--- config.mk ---
export PLATFORM = sky130hd
export DESIGN_NAME = tctc_timer
export DESIGN_NICKNAME = d
export VERILOG_FILES = /design/src/tctc_pkg.sv /design/src/tctc_timer.sv
export SDC_FILE = /design/constraint.sdc
export NUM_CORES = 1
export LEC_CHECK = 0
export BUFFER_PORTS_ARGS = -buffer_cell sky130_fd_sc_hd__buf_2
export CORE_ASPECT_RATIO = 2
export CORE_MARGIN = 1.5
export CORE_UTILIZATION = 45
export DETAILED_ROUTE_END_ITERATION = 10
export PLACE_DENSITY = 0.66
export SYNTH_ARGS = -nofsm -noshare
export SYNTH_HDL_FRONTEND = slang
export SYNTH_SLANG_ARGS = --single-unit
--- constraint.sdc ---
create_clock -name ref_clk -period 3 [get_ports ref_clk]
set_clock_uncertainty 0.1 [all_clocks]
set_input_delay 0.45 -clock ref_clk [delete_from_list [all_inputs] [get_ports ref_clk]]
set_output_delay 0.45 -clock ref_clk [all_outputs]
set_load 0.02 [all_outputs]
--- src/tctc_pkg.sv ---
// Constants, field layouts and carrier types of the two-compare timer.
// Assumes an APB slave with 32-bit data; registers sit in the low byte.
// Notes on behaviour
// - Counter and both compares are 8 bits
// - Zero is bottom, 0xFF is max
// - Top is 0xFF or compare A
// - Tick select field; zero stops counter
// - Tick from prescaler or external pin
// - Software counter write beats clear/count
// - Three-bit waveform mode over two controls
// - Equality sets match flag next tick
// - Flag cleared by service or writing one
// - Flag register; mask gates each request
// - Overflow point depends on mode
// - Compares double buffered only in PWM
// - Buffer loads at top or bottom
// - Software writes buffer when buffering
// - Force strobe acts like match outside PWM, no flag
// - Counter write blocks next tick's match
// - Output mode bits act immediately
// - Wave state kept across mode changes
// - Waveform from match and bottom
// - Normal mode wraps; overflow at max
// - Clear-on-match mode clears at compare A
// - Fast PWM modes 3 and 7
// - Output mode zero leaves wave untouched
package tctc_pkg;
	localparam logic [11:0] ADDR_CONTROL_A = 12'h000;
	localparam logic [11:0] ADDR_CONTROL_B = 12'h004;
	localparam logic [11:0] ADDR_COUNT = 12'h008;
	localparam logic [11:0] ADDR_COMPARE_A = 12'h00C;
	localparam logic [11:0] ADDR_COMPARE_B = 12'h010;
	localparam logic [11:0] ADDR_MASK = 12'h014;
	localparam logic [11:0] ADDR_FLAG = 12'h018;
	localparam logic [11:0] ADDR_SERVICE = 12'h01C;
	localparam logic [7:0] COUNT_BOTTOM = 8'h00;
	localparam logic [7:0] COUNT_MAX = 8'hFF;
	localparam logic [7:0] RESET_BYTE = 8'h00;
	localparam int FLAG_OVF_POS = 0;
	localparam int FLAG_A_POS = 1;
	localparam int FLAG_B_POS = 2;
	localparam int CTLA_COMB_POS = 4;
	localparam int CTLA_COMA_POS = 6;
	localparam int CTLB_FOCB_POS = 6;
	localparam int CTLB_FOCA_POS = 7;
	localparam int CTLB_WGM2_POS = 3;
	localparam int PRESCALE_W = 10;
	typedef enum logic [2:0] {
		TCTC_NORMAL = 3'b000,
		TCTC_PC_MAX = 3'b001,
		TCTC_CTC = 3'b010,
		TCTC_FAST_MAX = 3'b011,
		TCTC_RSV4 = 3'b100,
		TCTC_PC_OCRA = 3'b101,
		TCTC_RSV6 = 3'b110,
		TCTC_FAST_OCRA = 3'b111
	} tctc_mode_t;
	typedef enum logic [2:0] {
		TCTC_STOP = 3'b000,
		TCTC_DIV1 = 3'b001,
		TCTC_DIV8 = 3'b010,
		TCTC_DIV64 = 3'b011,
		TCTC_DIV256 = 3'b100,
		TCTC_DIV1024 = 3'b101,
		TCTC_EXT_FALL = 3'b110,
		TCTC_EXT_RISE = 3'b111
	} tctc_tick_t;
	typedef struct packed {
		logic waveOutA;
		logic waveOutB;
		logic waveEnableA;
		logic waveEnableB;
	} tctc_wave_t;
	typedef struct packed {
		logic reqOverflow;
		logic reqMatchA;
		logic reqMatchB;
	} tctc_irq_t;
endpackage : tctc_pkg

--- src/tctc_timer.sv ---
// Two-compare 8-bit timer/counter with APB register access.
// Assumes ref_clk domain APB master; external count pin is asynchronous.
`timescale 1ns/10ps
`default_nettype none
module tctc_timer (
	input wire logic ref_clk,
	input wire logic rst,
	input wire logic clkEn,
	input wire logic psel,
	input wire logic penable,
	input wire logic pwrite,
	input wire logic [11:0] paddr,
	input wire logic [31:0] pwdata,
	output logic [31:0] prdata,
	output logic pready,
	output logic pslverr,
	input wire logic externalCountInput,
	output tctc_pkg::tctc_wave_t wave,
	output tctc_pkg::tctc_irq_t irq
);
	import tctc_pkg::*;

	// ----------------------------------------
	// Registers
	// ----------------------------------------
	logic [7:0] countValue;
	logic [7:0] compareValueA;
	logic [7:0] compareValueB;
	logic [7:0] bufferA;
	logic [7:0] bufferB;
	logic [1:0] compareOutputModeA;
	logic [1:0] compareOutputModeB;
	logic [2:0] waveformModeField;
	logic [2:0] tickSourceSelect;
	logic [2:0] timerMaskReg;
	logic [2:0] timerFlagReg;
	logic waveA;
	logic waveB;
	logic blockMatch;
	logic [PRESCALE_W-1:0] prescale;
	logic extSync1;
	logic extSync2;
	logic extPrev;

	logic wrEn;
	logic rdEn;
	logic mapped;
	logic pwmMode;
	logic timerTick;
	logic isBottom;
	logic isMax;
	logic isTop;
	logic [7:0] topValue;
	logic matchA;
	logic matchB;
	logic forceA;
	logic forceB;
	logic countWrite;
	logic [7:0] next_count;
	logic [2:0] flagSet;
	tctc_mode_t mode;

	// Non-PWM output action: 1 toggle, 2 clear, 3 set
	function automatic logic nonPwmAction(input logic [1:0] com, input logic cur);
		case (com)
			2'b01: nonPwmAction = ~cur;
			2'b10: nonPwmAction = 1'b0;
			2'b11: nonPwmAction = 1'b1;
			default: nonPwmAction = cur;
		endcase
	endfunction : nonPwmAction

	// Divider tap for the selected prescale
	function automatic logic divTap(input logic [2:0] sel, input logic [PRESCALE_W-1:0] pre);
		case (sel)
			TCTC_DIV1: divTap = 1'b1;
			TCTC_DIV8: divTap = &pre[2:0];
			TCTC_DIV64: divTap = &pre[5:0];
			TCTC_DIV256: divTap = &pre[7:0];
			TCTC_DIV1024: divTap = &pre[9:0];
			default: divTap = 1'b0;
		endcase
	endfunction : divTap

	assign mode = tctc_mode_t'(waveformModeField);
	assign wrEn = psel & penable & pwrite & clkEn;
	assign rdEn = psel & ~pwrite;
	assign pready = 1'b1;
	assign mapped = (paddr <= ADDR_SERVICE) && (paddr[1:0] == 2'b00);
	assign pslverr = psel & penable & ~mapped;
	assign countWrite = wrEn && paddr == ADDR_COUNT;

	// ----------------------------------------
	// Tick source
	// ----------------------------------------
	always_ff @(posedge ref_clk or posedge rst) begin
		if (rst) begin
			extSync1 <= 1'b0;
			extSync2 <= 1'b0;
			extPrev <= 1'b0;
		end else if (clkEn) begin
			extSync1 <= externalCountInput;
			extSync2 <= extSync1;
			extPrev <= extSync2;
		end
	end

	always_ff @(posedge ref_clk or posedge rst) begin
		if (rst) begin
			prescale <= '0;
		end else if (clkEn) begin
			prescale <= prescale + 1'b1;
		end
	end

	always_comb begin
		case (tickSourceSelect)
			TCTC_EXT_FALL: timerTick = extPrev & ~extSync2;
			TCTC_EXT_RISE: timerTick = ~extPrev & extSync2;
			TCTC_STOP: timerTick = 1'b0;
			default: timerTick = divTap(tickSourceSelect, prescale);
		endcase
	end

	// ----------------------------------------
	// Counter unit
	// ----------------------------------------
	// PWM mode decode
	assign pwmMode = waveformModeField[0];
	assign isBottom = countValue == COUNT_BOTTOM;
	assign isMax = countValue == COUNT_MAX;
	assign topValue = (mode == TCTC_CTC || waveformModeField[2]) ? compareValueA : COUNT_MAX;
	assign isTop = countValue == topValue;
	assign matchA = countValue == compareValueA;
	assign matchB = countValue == compareValueB;

	always_comb begin
		next_count = countValue + 8'h01;
		if (mode == TCTC_CTC || mode == TCTC_FAST_MAX || mode == TCTC_FAST_OCRA) begin
			if (isTop) begin
				next_count = COUNT_BOTTOM;
			end
		end
	end

	always_ff @(posedge ref_clk or posedge rst) begin
		if (rst) begin
			countValue <= RESET_BYTE;
		end else if (clkEn) begin
			if (countWrite) begin
				countValue <= pwdata[7:0];
			end else if (timerTick) begin
				countValue <= next_count;
			end
		end
	end

	always_ff @(posedge ref_clk or posedge rst) begin
		if (rst) begin
			blockMatch <= 1'b0;
		end else if (clkEn) begin
			if (countWrite) begin
				blockMatch <= 1'b1;
			end else if (timerTick) begin
				blockMatch <= 1'b0;
			end
		end
	end

	// ----------------------------------------
	// Compare registers
	// ----------------------------------------
	// buffer or direct write
	always_ff @(posedge ref_clk or posedge rst) begin
		if (rst) begin
			bufferA <= RESET_BYTE;
			bufferB <= RESET_BYTE;
		end else if (clkEn && wrEn) begin
			if (paddr == ADDR_COMPARE_A) begin
				bufferA <= pwdata[7:0];
			end
			if (paddr == ADDR_COMPARE_B) begin
				bufferB <= pwdata[7:0];
			end
		end
	end

	always_ff @(posedge ref_clk or posedge rst) begin
		if (rst) begin
			compareValueA <= RESET_BYTE;
			compareValueB <= RESET_BYTE;
		end else if (clkEn) begin
			if (!pwmMode) begin
				if (wrEn && paddr == ADDR_COMPARE_A) begin
					compareValueA <= pwdata[7:0];
				end
				if (wrEn && paddr == ADDR_COMPARE_B) begin
					compareValueB <= pwdata[7:0];
				end
			end else if (timerTick && (isTop || isBottom)) begin
				compareValueA <= bufferA;
				compareValueB <= bufferB;
			end
		end
	end

	// ----------------------------------------
	// Control, mask and flags
	// ----------------------------------------
	// control fields
	always_ff @(posedge ref_clk or posedge rst) begin
		if (rst) begin
			compareOutputModeA <= 2'h0;
			compareOutputModeB <= 2'h0;
			waveformModeField <= 3'h0;
			tickSourceSelect <= 3'h0;
			timerMaskReg <= 3'h0;
		end else if (clkEn && wrEn) begin
			if (paddr == ADDR_CONTROL_A) begin
				compareOutputModeA <= pwdata[CTLA_COMA_POS+:2];
				compareOutputModeB <= pwdata[CTLA_COMB_POS+:2];
				waveformModeField[1:0] <= pwdata[1:0];
			end
			if (paddr == ADDR_CONTROL_B) begin
				waveformModeField[2] <= pwdata[CTLB_WGM2_POS];
				tickSourceSelect <= pwdata[2:0];
			end
			if (paddr == ADDR_MASK) begin
				timerMaskReg <= pwdata[2:0];
			end
		end
	end

	assign forceA = wrEn && paddr == ADDR_CONTROL_B && pwdata[CTLB_FOCA_POS] && !pwmMode;
	assign forceB = wrEn && paddr == ADDR_CONTROL_B && pwdata[CTLB_FOCB_POS] && !pwmMode;

	always_comb begin
		flagSet = 3'b000;
		if (timerTick) begin
			flagSet[FLAG_A_POS] = matchA & ~blockMatch;
			flagSet[FLAG_B_POS] = matchB & ~blockMatch;
			if (pwmMode && !waveformModeField[1]) begin
				flagSet[FLAG_OVF_POS] = isBottom;
			end else if (waveformModeField[1] && pwmMode) begin
				flagSet[FLAG_OVF_POS] = isTop;
			end else begin
				flagSet[FLAG_OVF_POS] = isMax;
			end
		end
	end

	always_ff @(posedge ref_clk or posedge rst) begin
		if (rst) begin
			timerFlagReg <= 3'h0;
		end else if (clkEn) begin
			if (wrEn && paddr == ADDR_FLAG) begin
				timerFlagReg <= (timerFlagReg & ~pwdata[2:0]) | flagSet;
			end else if (wrEn && paddr == ADDR_SERVICE) begin
				timerFlagReg <= (timerFlagReg & ~pwdata[2:0]) | flagSet;
			end else begin
				timerFlagReg <= timerFlagReg | flagSet;
			end
		end
	end

	assign irq.reqOverflow = timerFlagReg[FLAG_OVF_POS] & timerMaskReg[FLAG_OVF_POS];
	assign irq.reqMatchA = timerFlagReg[FLAG_A_POS] & timerMaskReg[FLAG_A_POS];
	assign irq.reqMatchB = timerFlagReg[FLAG_B_POS] & timerMaskReg[FLAG_B_POS];

	// ----------------------------------------
	// Waveform generator
	// ----------------------------------------
	// unit A
	always_ff @(posedge ref_clk or posedge rst) begin
		if (rst) begin
			waveA <= 1'b0;
		end else if (clkEn) begin
			if (forceA) begin
				waveA <= nonPwmAction(compareOutputModeA, waveA);
			end else if (timerTick && compareOutputModeA[1]) begin
				if (pwmMode && matchA && !blockMatch) begin
					waveA <= compareOutputModeA[0];
				end else if (pwmMode && isBottom) begin
					waveA <= ~compareOutputModeA[0];
				end else if (!pwmMode && matchA && !blockMatch) begin
					waveA <= nonPwmAction(compareOutputModeA, waveA);
				end
			end else if (timerTick && !pwmMode && matchA && !blockMatch) begin
				waveA <= nonPwmAction(compareOutputModeA, waveA);
			end
		end
	end

	always_ff @(posedge ref_clk or posedge rst) begin
		if (rst) begin
			waveB <= 1'b0;
		end else if (clkEn) begin
			if (forceB) begin
				waveB <= nonPwmAction(compareOutputModeB, waveB);
			end else if (timerTick && compareOutputModeB[1]) begin
				if (pwmMode && matchB && !blockMatch) begin
					waveB <= compareOutputModeB[0];
				end else if (pwmMode && isBottom) begin
					waveB <= ~compareOutputModeB[0];
				end else if (!pwmMode && matchB && !blockMatch) begin
					waveB <= nonPwmAction(compareOutputModeB, waveB);
				end
			end else if (timerTick && !pwmMode && matchB && !blockMatch) begin
				waveB <= nonPwmAction(compareOutputModeB, waveB);
			end
		end
	end

	assign wave.waveOutA = waveA;
	assign wave.waveOutB = waveB;
	assign wave.waveEnableA = compareOutputModeA != 2'b00;
	assign wave.waveEnableB = compareOutputModeB != 2'b00;

	// ----------------------------------------
	// Read data
	// ----------------------------------------
	always_ff @(posedge ref_clk or posedge rst) begin
		if (rst) begin
			prdata <= 32'h0;
		end else if (clkEn && rdEn && !penable) begin
			case (paddr)
				ADDR_CONTROL_A: prdata <= {24'h0, compareOutputModeA, compareOutputModeB,
					2'b00, waveformModeField[1:0]};
				ADDR_CONTROL_B: prdata <= {28'h0, waveformModeField[2], tickSourceSelect};
				ADDR_COUNT: prdata <= {24'h0, countValue};
				ADDR_COMPARE_A: prdata <= {24'h0, pwmMode ? bufferA : compareValueA};
				ADDR_COMPARE_B: prdata <= {24'h0, pwmMode ? bufferB : compareValueB};
				ADDR_MASK: prdata <= {29'h0, timerMaskReg};
				ADDR_FLAG: prdata <= {29'h0, timerFlagReg};
				default: prdata <= 32'h0;
			endcase
		end
	end
endmodule : tctc_timer
`default_nettype wire

==> results of run 1 <==
## report_power, final
part,switching [uW],internal [uW]
Combinational,146,93.9
Clock,450,814
Sequential,59.2,1130
## state kept, by name, indices dropped and copies added (netlist names)
name                count
compareOutputModeA      2
timerMaskReg            3
waveA                   1
waveB                   1
countValue              8
bufferA                 8
timerFlagReg            3
compareValueB           8
blockMatch              1
extSync2                1
tickSourceSelect        3
extSync1                1
bufferB                 8
prescale               10
extPrev                 1
compareOutputModeB      2
mode                    3
compareValueA           8
prdata                  8
## cells by family (layout without fill, tap and decap cells)
family | after synthesis | after routing | share of synthesized area
AO/OA/AOI/OAI | 107 | 107 | 0.163
XOR/XNOR | 16 | 16 | 0.0281
adder cells (fa/ha/maj) | 4 | 4 | 0.0100
buffers and inverters | 77 | 108 | 0.0873
flip-flops | 80 | 80 | 0.401
multiplexers | 55 | 55 | 0.135
other | 2 | 25 | 0.00151
AND/OR/NAND/NOR | 166 | 166 | 0.174
## layer usage
layer	GRT usage	up-vias	wire length, um
met5	0	-	0
met4	0.149	0	791
met3	0.0348	51	563
met2	0.433	153	7370
met1	0.266	1987	5030
li1	-	1858	-
## worst register-to-register path, delay by kind of cell, from the launching register on
family / cells / cell delay, ns
simple gates: 3 / 0.83
compound gates: 3 / 0.55
fa+ha+maj: 2 / 0.45
flops: 1 / 0.41
mux: 1 / 0.31
buf+inv: 1 / 0.16
## worst paths after layout
kind,startpoint,endpoint,slack [ns]
max in group asynchronous,rst,timerMaskReg[2],2.05
worst max-delay path,prescale[0],compareValueA[5],0.09
min in group ref_clk,externalCountInput,extSync1,0.24
worst max register to register,prescale[0],compareValueA[5],0.09
worst min register to register,prescale[9],prescale[9],0.37
worst min-delay path,rst,bufferA[5],0.09
## synthesized netlist by cell type, types with 3 or more instances
master    number
a211oi_1       4
a21boi_0       5
a21o_1         3
a21oi_1       19
a221o_1        3
a221oi_1       3
a22o_1         6
a22oi_1        8
and2_1         6
and3_1         5
and4_1         3
buf_2          3
buf_4         28
buf_6          5
clkbuf_1      15
dfrtp_1       80
ha_1           4
inv_1         23
mux2_1         6
mux2_2        28
mux2_4        16
mux2i_1        5
nand2_1       65
nand2b_1       5
nand3_1       16
nand4_1        7
nor2_1        20
nor2b_1        7
nor3_1         3
nor4_1         3
nor4b_1        3
o211ai_1       4
o21ai_0       25
o22ai_1        3
o31a_1         3
or3_1          4
xnor2_1       13
xor2_1         3
## layout make-up
| class | instances | area [um^2] |
|---|---|---|
| Fill cell | 996 | 5190 |
| Clock inverter | 7 | 119 |
| Multi-Input combinational cell | 373 | 2650 |
| Timing Repair Buffer | 68 | 430 |
| Inverter | 24 | 91.3 |
| Sequential cell | 80 | 2000 |
| Clock buffer | 9 | 225 |
| Tap cell | 140 | 175 |
## layout by cell type, fill, tap and decap left out, types with 6 or more instances in the layout
master / netlist / final
a21oi_1: 19 / 19
a22o_1: 6 / 6
a22oi_1: 8 / 8
and2_1: 6 / 6
buf_2: 3 / 42
buf_4: 28 / 24
clkbuf_16: 0 / 9
conb_1: 2 / 25
dfrtp_1: 80 / 80
inv_1: 23 / 22
mux2_1: 6 / 6
mux2_2: 28 / 28
mux2_4: 16 / 16
nand2_1: 65 / 65
nand3_1: 16 / 16
nand4_1: 7 / 7
nor2_1: 20 / 20
nor2b_1: 7 / 7
o21ai_0: 25 / 25
xnor2_1: 13 / 13
## metrics by stage
step	setup TNS [ns]	cells	power, uW	worst slack [ns]
6_report	0	701	2690	0.0864
3_3_place_gp	0	685	1440	0.158
2_1_floorplan	0	530	1390	0.398
3_5_place_dp	0	685	1450	0.102
4_1_cts	0	701	2710	0.190
5_1_grt	-0.203	701	2800	-0.0353
==> metrics.txt, run 1 <==
yosys synthesis warning count=0; Critical-path top delay cell=nor4b_1; worst path bufs/invs=1; Yosys top cell area share=0.401; number of gates resized after cts=0; Slew @ Worst Pin=0.709 ns; leakage power=0.00265 uW; chip width=77.5 um; initial antenna violation count=0; Iteration-0 DRC Markers=324; Post-synth EDFFs=0; Wirelength per Cell=19.6 um; Core ar.=10900 um^2; post-route minimum period=2.91 ns; family with the most delay on the worst path=simple AND/OR/NAND/NOR gates; Tcrit/Tclk final=0.971; global-route wire length before repair=21900 um; Req. time, crit path=3.13 ns; DP Wirelength=10500 um; Netlist cell types=73; # port buffers=42; # Post-CTS Setup Buffers=0; Fmax=343 MHz; Levels on crit path=10; PwrDens=474 nW/um^2; Post-synth ARST share=1.00; final hold vios=0; Worst Path Max Fanout=8; Seq/Total Area, Yosys=0.401; synthesis-to-layout area growth=14.1%; VDD IR max=402 uV; Detailed Route WL=13800 um; top cells by area, synth=dfrtp_1, mux2_2, nand2_1; Slew Limit Fails=0; largest net degree at the start of global routing=43; total congestion overflow=0; count of state elements after synthesis=80; Initial Util=0.459; Die H=152 um; Cells after Synth=507; Critical Path Max Stage Delay=0.44 ns; RePlAce Congestion=1.04; Routed Antenna Nets=0; Layout Utilization=0.523; CTS tree=built; CTS H-tree lvls=3; Inserted Diodes=0; clock sink total=80; Via-to-Cell Ratio=5.78; max_slew headroom=0.527; Row Count=54; final instance area=5690 um^2; share of layout cells above drive strength 1=0.266; cell mode on critical path=ha_1; Hold Path Class=primary input to async pin; WS Path Type=register to register; MaxCap Viol Count=0; post-synth top area cell=dfrtp_1; die area=11800 um^2; WHS=0.0880 ns; Startpoint Class=register; Final #Nets=611; Crit. End Element=register; Boundary Pins=92; Root Driver=clkbuf_16; Post-CTS Hold Fix Bufs=0; vias in the first global route=4055; cts bufs inserted=9; run status=finished, final reports clean; # DRC=0; clock tree buffer depth=2; cell area after synthesis=4990 um^2; Overall Global Routing Usage=0.243; Placement Cell Area=5340 um^2; Setup Viol. Count Final=0; main flop type after synthesis=dfrtp_1; Via Count=4049; reg2reg path depth=10; Mean Syn Cell Area=9.84 um^2; Skew-Pair Late Insertion Delay=0.35 ns; Crit path arrival time=3.05 ns; critical path, cell by cell=ha_1, ha_1, nor3b_1, nor4b_1, o2bb2ai_2, and2_1, o211ai_1, o31a_1, buf_12, mux2_4; Detailed Routing Iterations Pass 1=5; Reg clk slew, reported paths=0.06 ns
No activity file was read; power rests on OpenSTA's default activity.
==> run 2, diff against run 1 <==
--- a/config.mk
+++ b/config.mk
@@ -8,9 +8,10 @@
 export BUFFER_PORTS_ARGS = -buffer_cell sky130_fd_sc_hd__buf_2
 export CORE_ASPECT_RATIO = 2
 export CORE_MARGIN = 1.5
-export CORE_UTILIZATION = 45
+export CORE_UTILIZATION = 50
 export DETAILED_ROUTE_END_ITERATION = 10
-export PLACE_DENSITY = 0.66
+export MAX_ROUTING_LAYER = met4
+export PLACE_DENSITY = 0.72
 export SYNTH_ARGS = -nofsm -noshare
 export SYNTH_HDL_FRONTEND = slang
 export SYNTH_SLANG_ARGS = --single-unit
==> constraint.sdc (replaced) <==
create_clock -name ref_clk -period 3 [get_ports ref_clk]
set_clock_uncertainty 0.1 [all_clocks]
set_input_delay 0.45 -clock ref_clk [delete_from_list [all_inputs] [get_ports ref_clk]]
set_output_delay 0.45 -clock ref_clk [all_outputs]
set_load 0.01 [all_outputs]
==> run 2 against run 1 <==
Net effect:
- critical path depth did not move
- first-iteration DRC count up 0.31%
- die area down 9.7%
- worst hold slack got worse by 0.012 ns
- clock power fell by 9%
- final area down 1.1%
- via count is essentially flat
- highest routed layer unchanged
==> metrics.txt, run 2 (synthesis results as in run 1) <==
leakage power=0.00263 uW; Setup Viol. Count Final=0; Die H=144 um; clock tree buffer depth=2; Inserted Diodes=0; Fmax=348 MHz; reg2reg path depth=10; Top reg by flops=prescale; Combinational Power Share=0.088; MaxCap Viol Count=0; CTS H-tree lvls=3; power after layout=2570 uW; flop-to-flop setup slack=0.13 ns; max layer used=met4; Worst Path Max Fanout=6; Startpoint Class=register; Critical R2R Launch=prescale[0]; wire length on met1=4830 um; Initial Util=0.514; CTS tree=built; Detailed Routing Iterations Pass 1=5; DP Wirelength=9870 um; met2 WL post-DR=6850 um; # port buffers=42; VDD IR max=404 uV; reg2reg end=compareValueA[3]; Row Count=51; Crit path arrival time=3.00 ns; synthesis-to-layout area growth=12.8%; chip width=73.6 um; Via-to-Cell Ratio=5.86; Slew Limit Fails=0; global-route wire length before repair=21000 um; Sequential Power Share=0.464; Reg clk slew, reported paths=0.06 ns; Wirelength per Cell=19.1 um; most common cell after layout, fill and taps aside=dfrtp_1; Tcrit/Tclk final=0.957; Slew @ Worst Pin=0.505 ns; final hold vios=0; clock group share of total power=0.449; Detailed Route WL=13200 um; RePlAce Congestion=1.01; Final #Nets=609; most frequent cells in the layout=dfrtp_1, nand2_1, buf_2; Crit. End Element=register; die area=10600 um^2; largest net degree at the start of global routing=81; max_slew headroom=0.663; Iteration-0 DRC Markers=325; Root Driver=clkbuf_16; final instance area=5630 um^2; cts bufs inserted=9; Switching Share=0.237; post-route minimum period=2.87 ns; Hold Path Class=primary input to async pin; Placement Cell Area=5300 um^2; Req. time, crit path=3.13 ns; Internal=1960 uW; Overall Global Routing Usage=0.274; Core ar.=9700 um^2; PwrDens=456 nW/um^2; max reg flops=10; Via Count=4046; vias in the first global route=4057; Routed Antenna Nets=0; # DRC=0; initial antenna violation count=0; run status=finished, final reports clean; Skew-Pair Late Insertion Delay=0.34 ns; clock sink total=80; share of layout cells above drive strength 1=0.261; total length of routed met3 wires=623 um; Post-CTS Hold Fix Bufs=0; Boundary Pins=92; total congestion overflow=0; Psw=608 uW; WS Path Type=register to register
run 2: changes by cell type in the layout (fill, tap and decap cells not counted):
| cell | before | now |
|---|---|---|
| clkinvlp_4 | 2 | 0 |
| clkbuf_8 | 0 | 4 |
| clkbuf_1 | 0 | 1 |
| bufinv_16 | 3 | 1 |
| buf_4 | 24 | 23 |
| inv_6 | 1 | 0 |
| buf_12 | 2 | 1 |
run 2: worst max-delay path by stage:
stage / start / to
after floorplan: rst / blockMatch
after detailed placement: paddr[6] / waveB
after global routing: prescale[0] / compareValueA[3]
after global placement: paddr[6] / waveB
after CTS: prescale[0] / compareValueA[3]
final: prescale[0] / compareValueA[3]
run 2: power by group through the flow:
stage / Combinational, uW / Clock [uW] / Sequential (uW)
finish: 225 / 1150 / 1190
global route: 255 / 1210 / 1200
CTS: 229 / 1160 / 1190
detailed placement: 226 / 0 / 1210
global placement: 215 / 0 / 1200
floorplan: 179 / 0 / 1190
run 2: layout make-up:
class                           instances  area (um^2)
Fill cell                             889         4070
Clock buffer                           14          284
Sequential cell                        80         2000
Clock inverter                          2         35.0
Inverter                               24         91.3
Multi-Input combinational cell        373         2650
Tap cell                              132          165
Timing Repair Buffer                   66          403
run 2: per-stage QoR:
step,utilization,std cells,setup slack (ns),TNS [ns],hold WS (ns)
after floorplan,-,530,0.398,0,0.340
after global placement,0.546,675,0.273,0,0.355
after detailed placement,0.546,675,0.215,0,0.364
after CTS,0.579,691,0.198,0,0.103
after global routing,0.580,691,-0.0374,-0.154,0.116
final,0.580,691,0.129,0,0.0759
run 2: critical path, cell delays in order (launching register included):
cell       delay [ns]
dfrtp_1          0.41
ha_1             0.24
ha_1             0.18
nor3b_1          0.14
nor4b_1          0.44
o2bb2ai_2        0.20
and2_1           0.25
o211ai_1         0.11
o31a_1           0.19
buf_4            0.18
mux2_4           0.31
run 2: repair_timing:
item                       4_1_cts  5_1_grt
setup buffers                    0        0
setup endpoints to repair        0        2
gates resized for setup          0        2
run 2: routing by layer:
layer  GRT usage  up-vias
li1            -     1854
met1       0.299     1969
met2       0.447      160
met3      0.0502       63
met4       0.180        0
met5           -        -
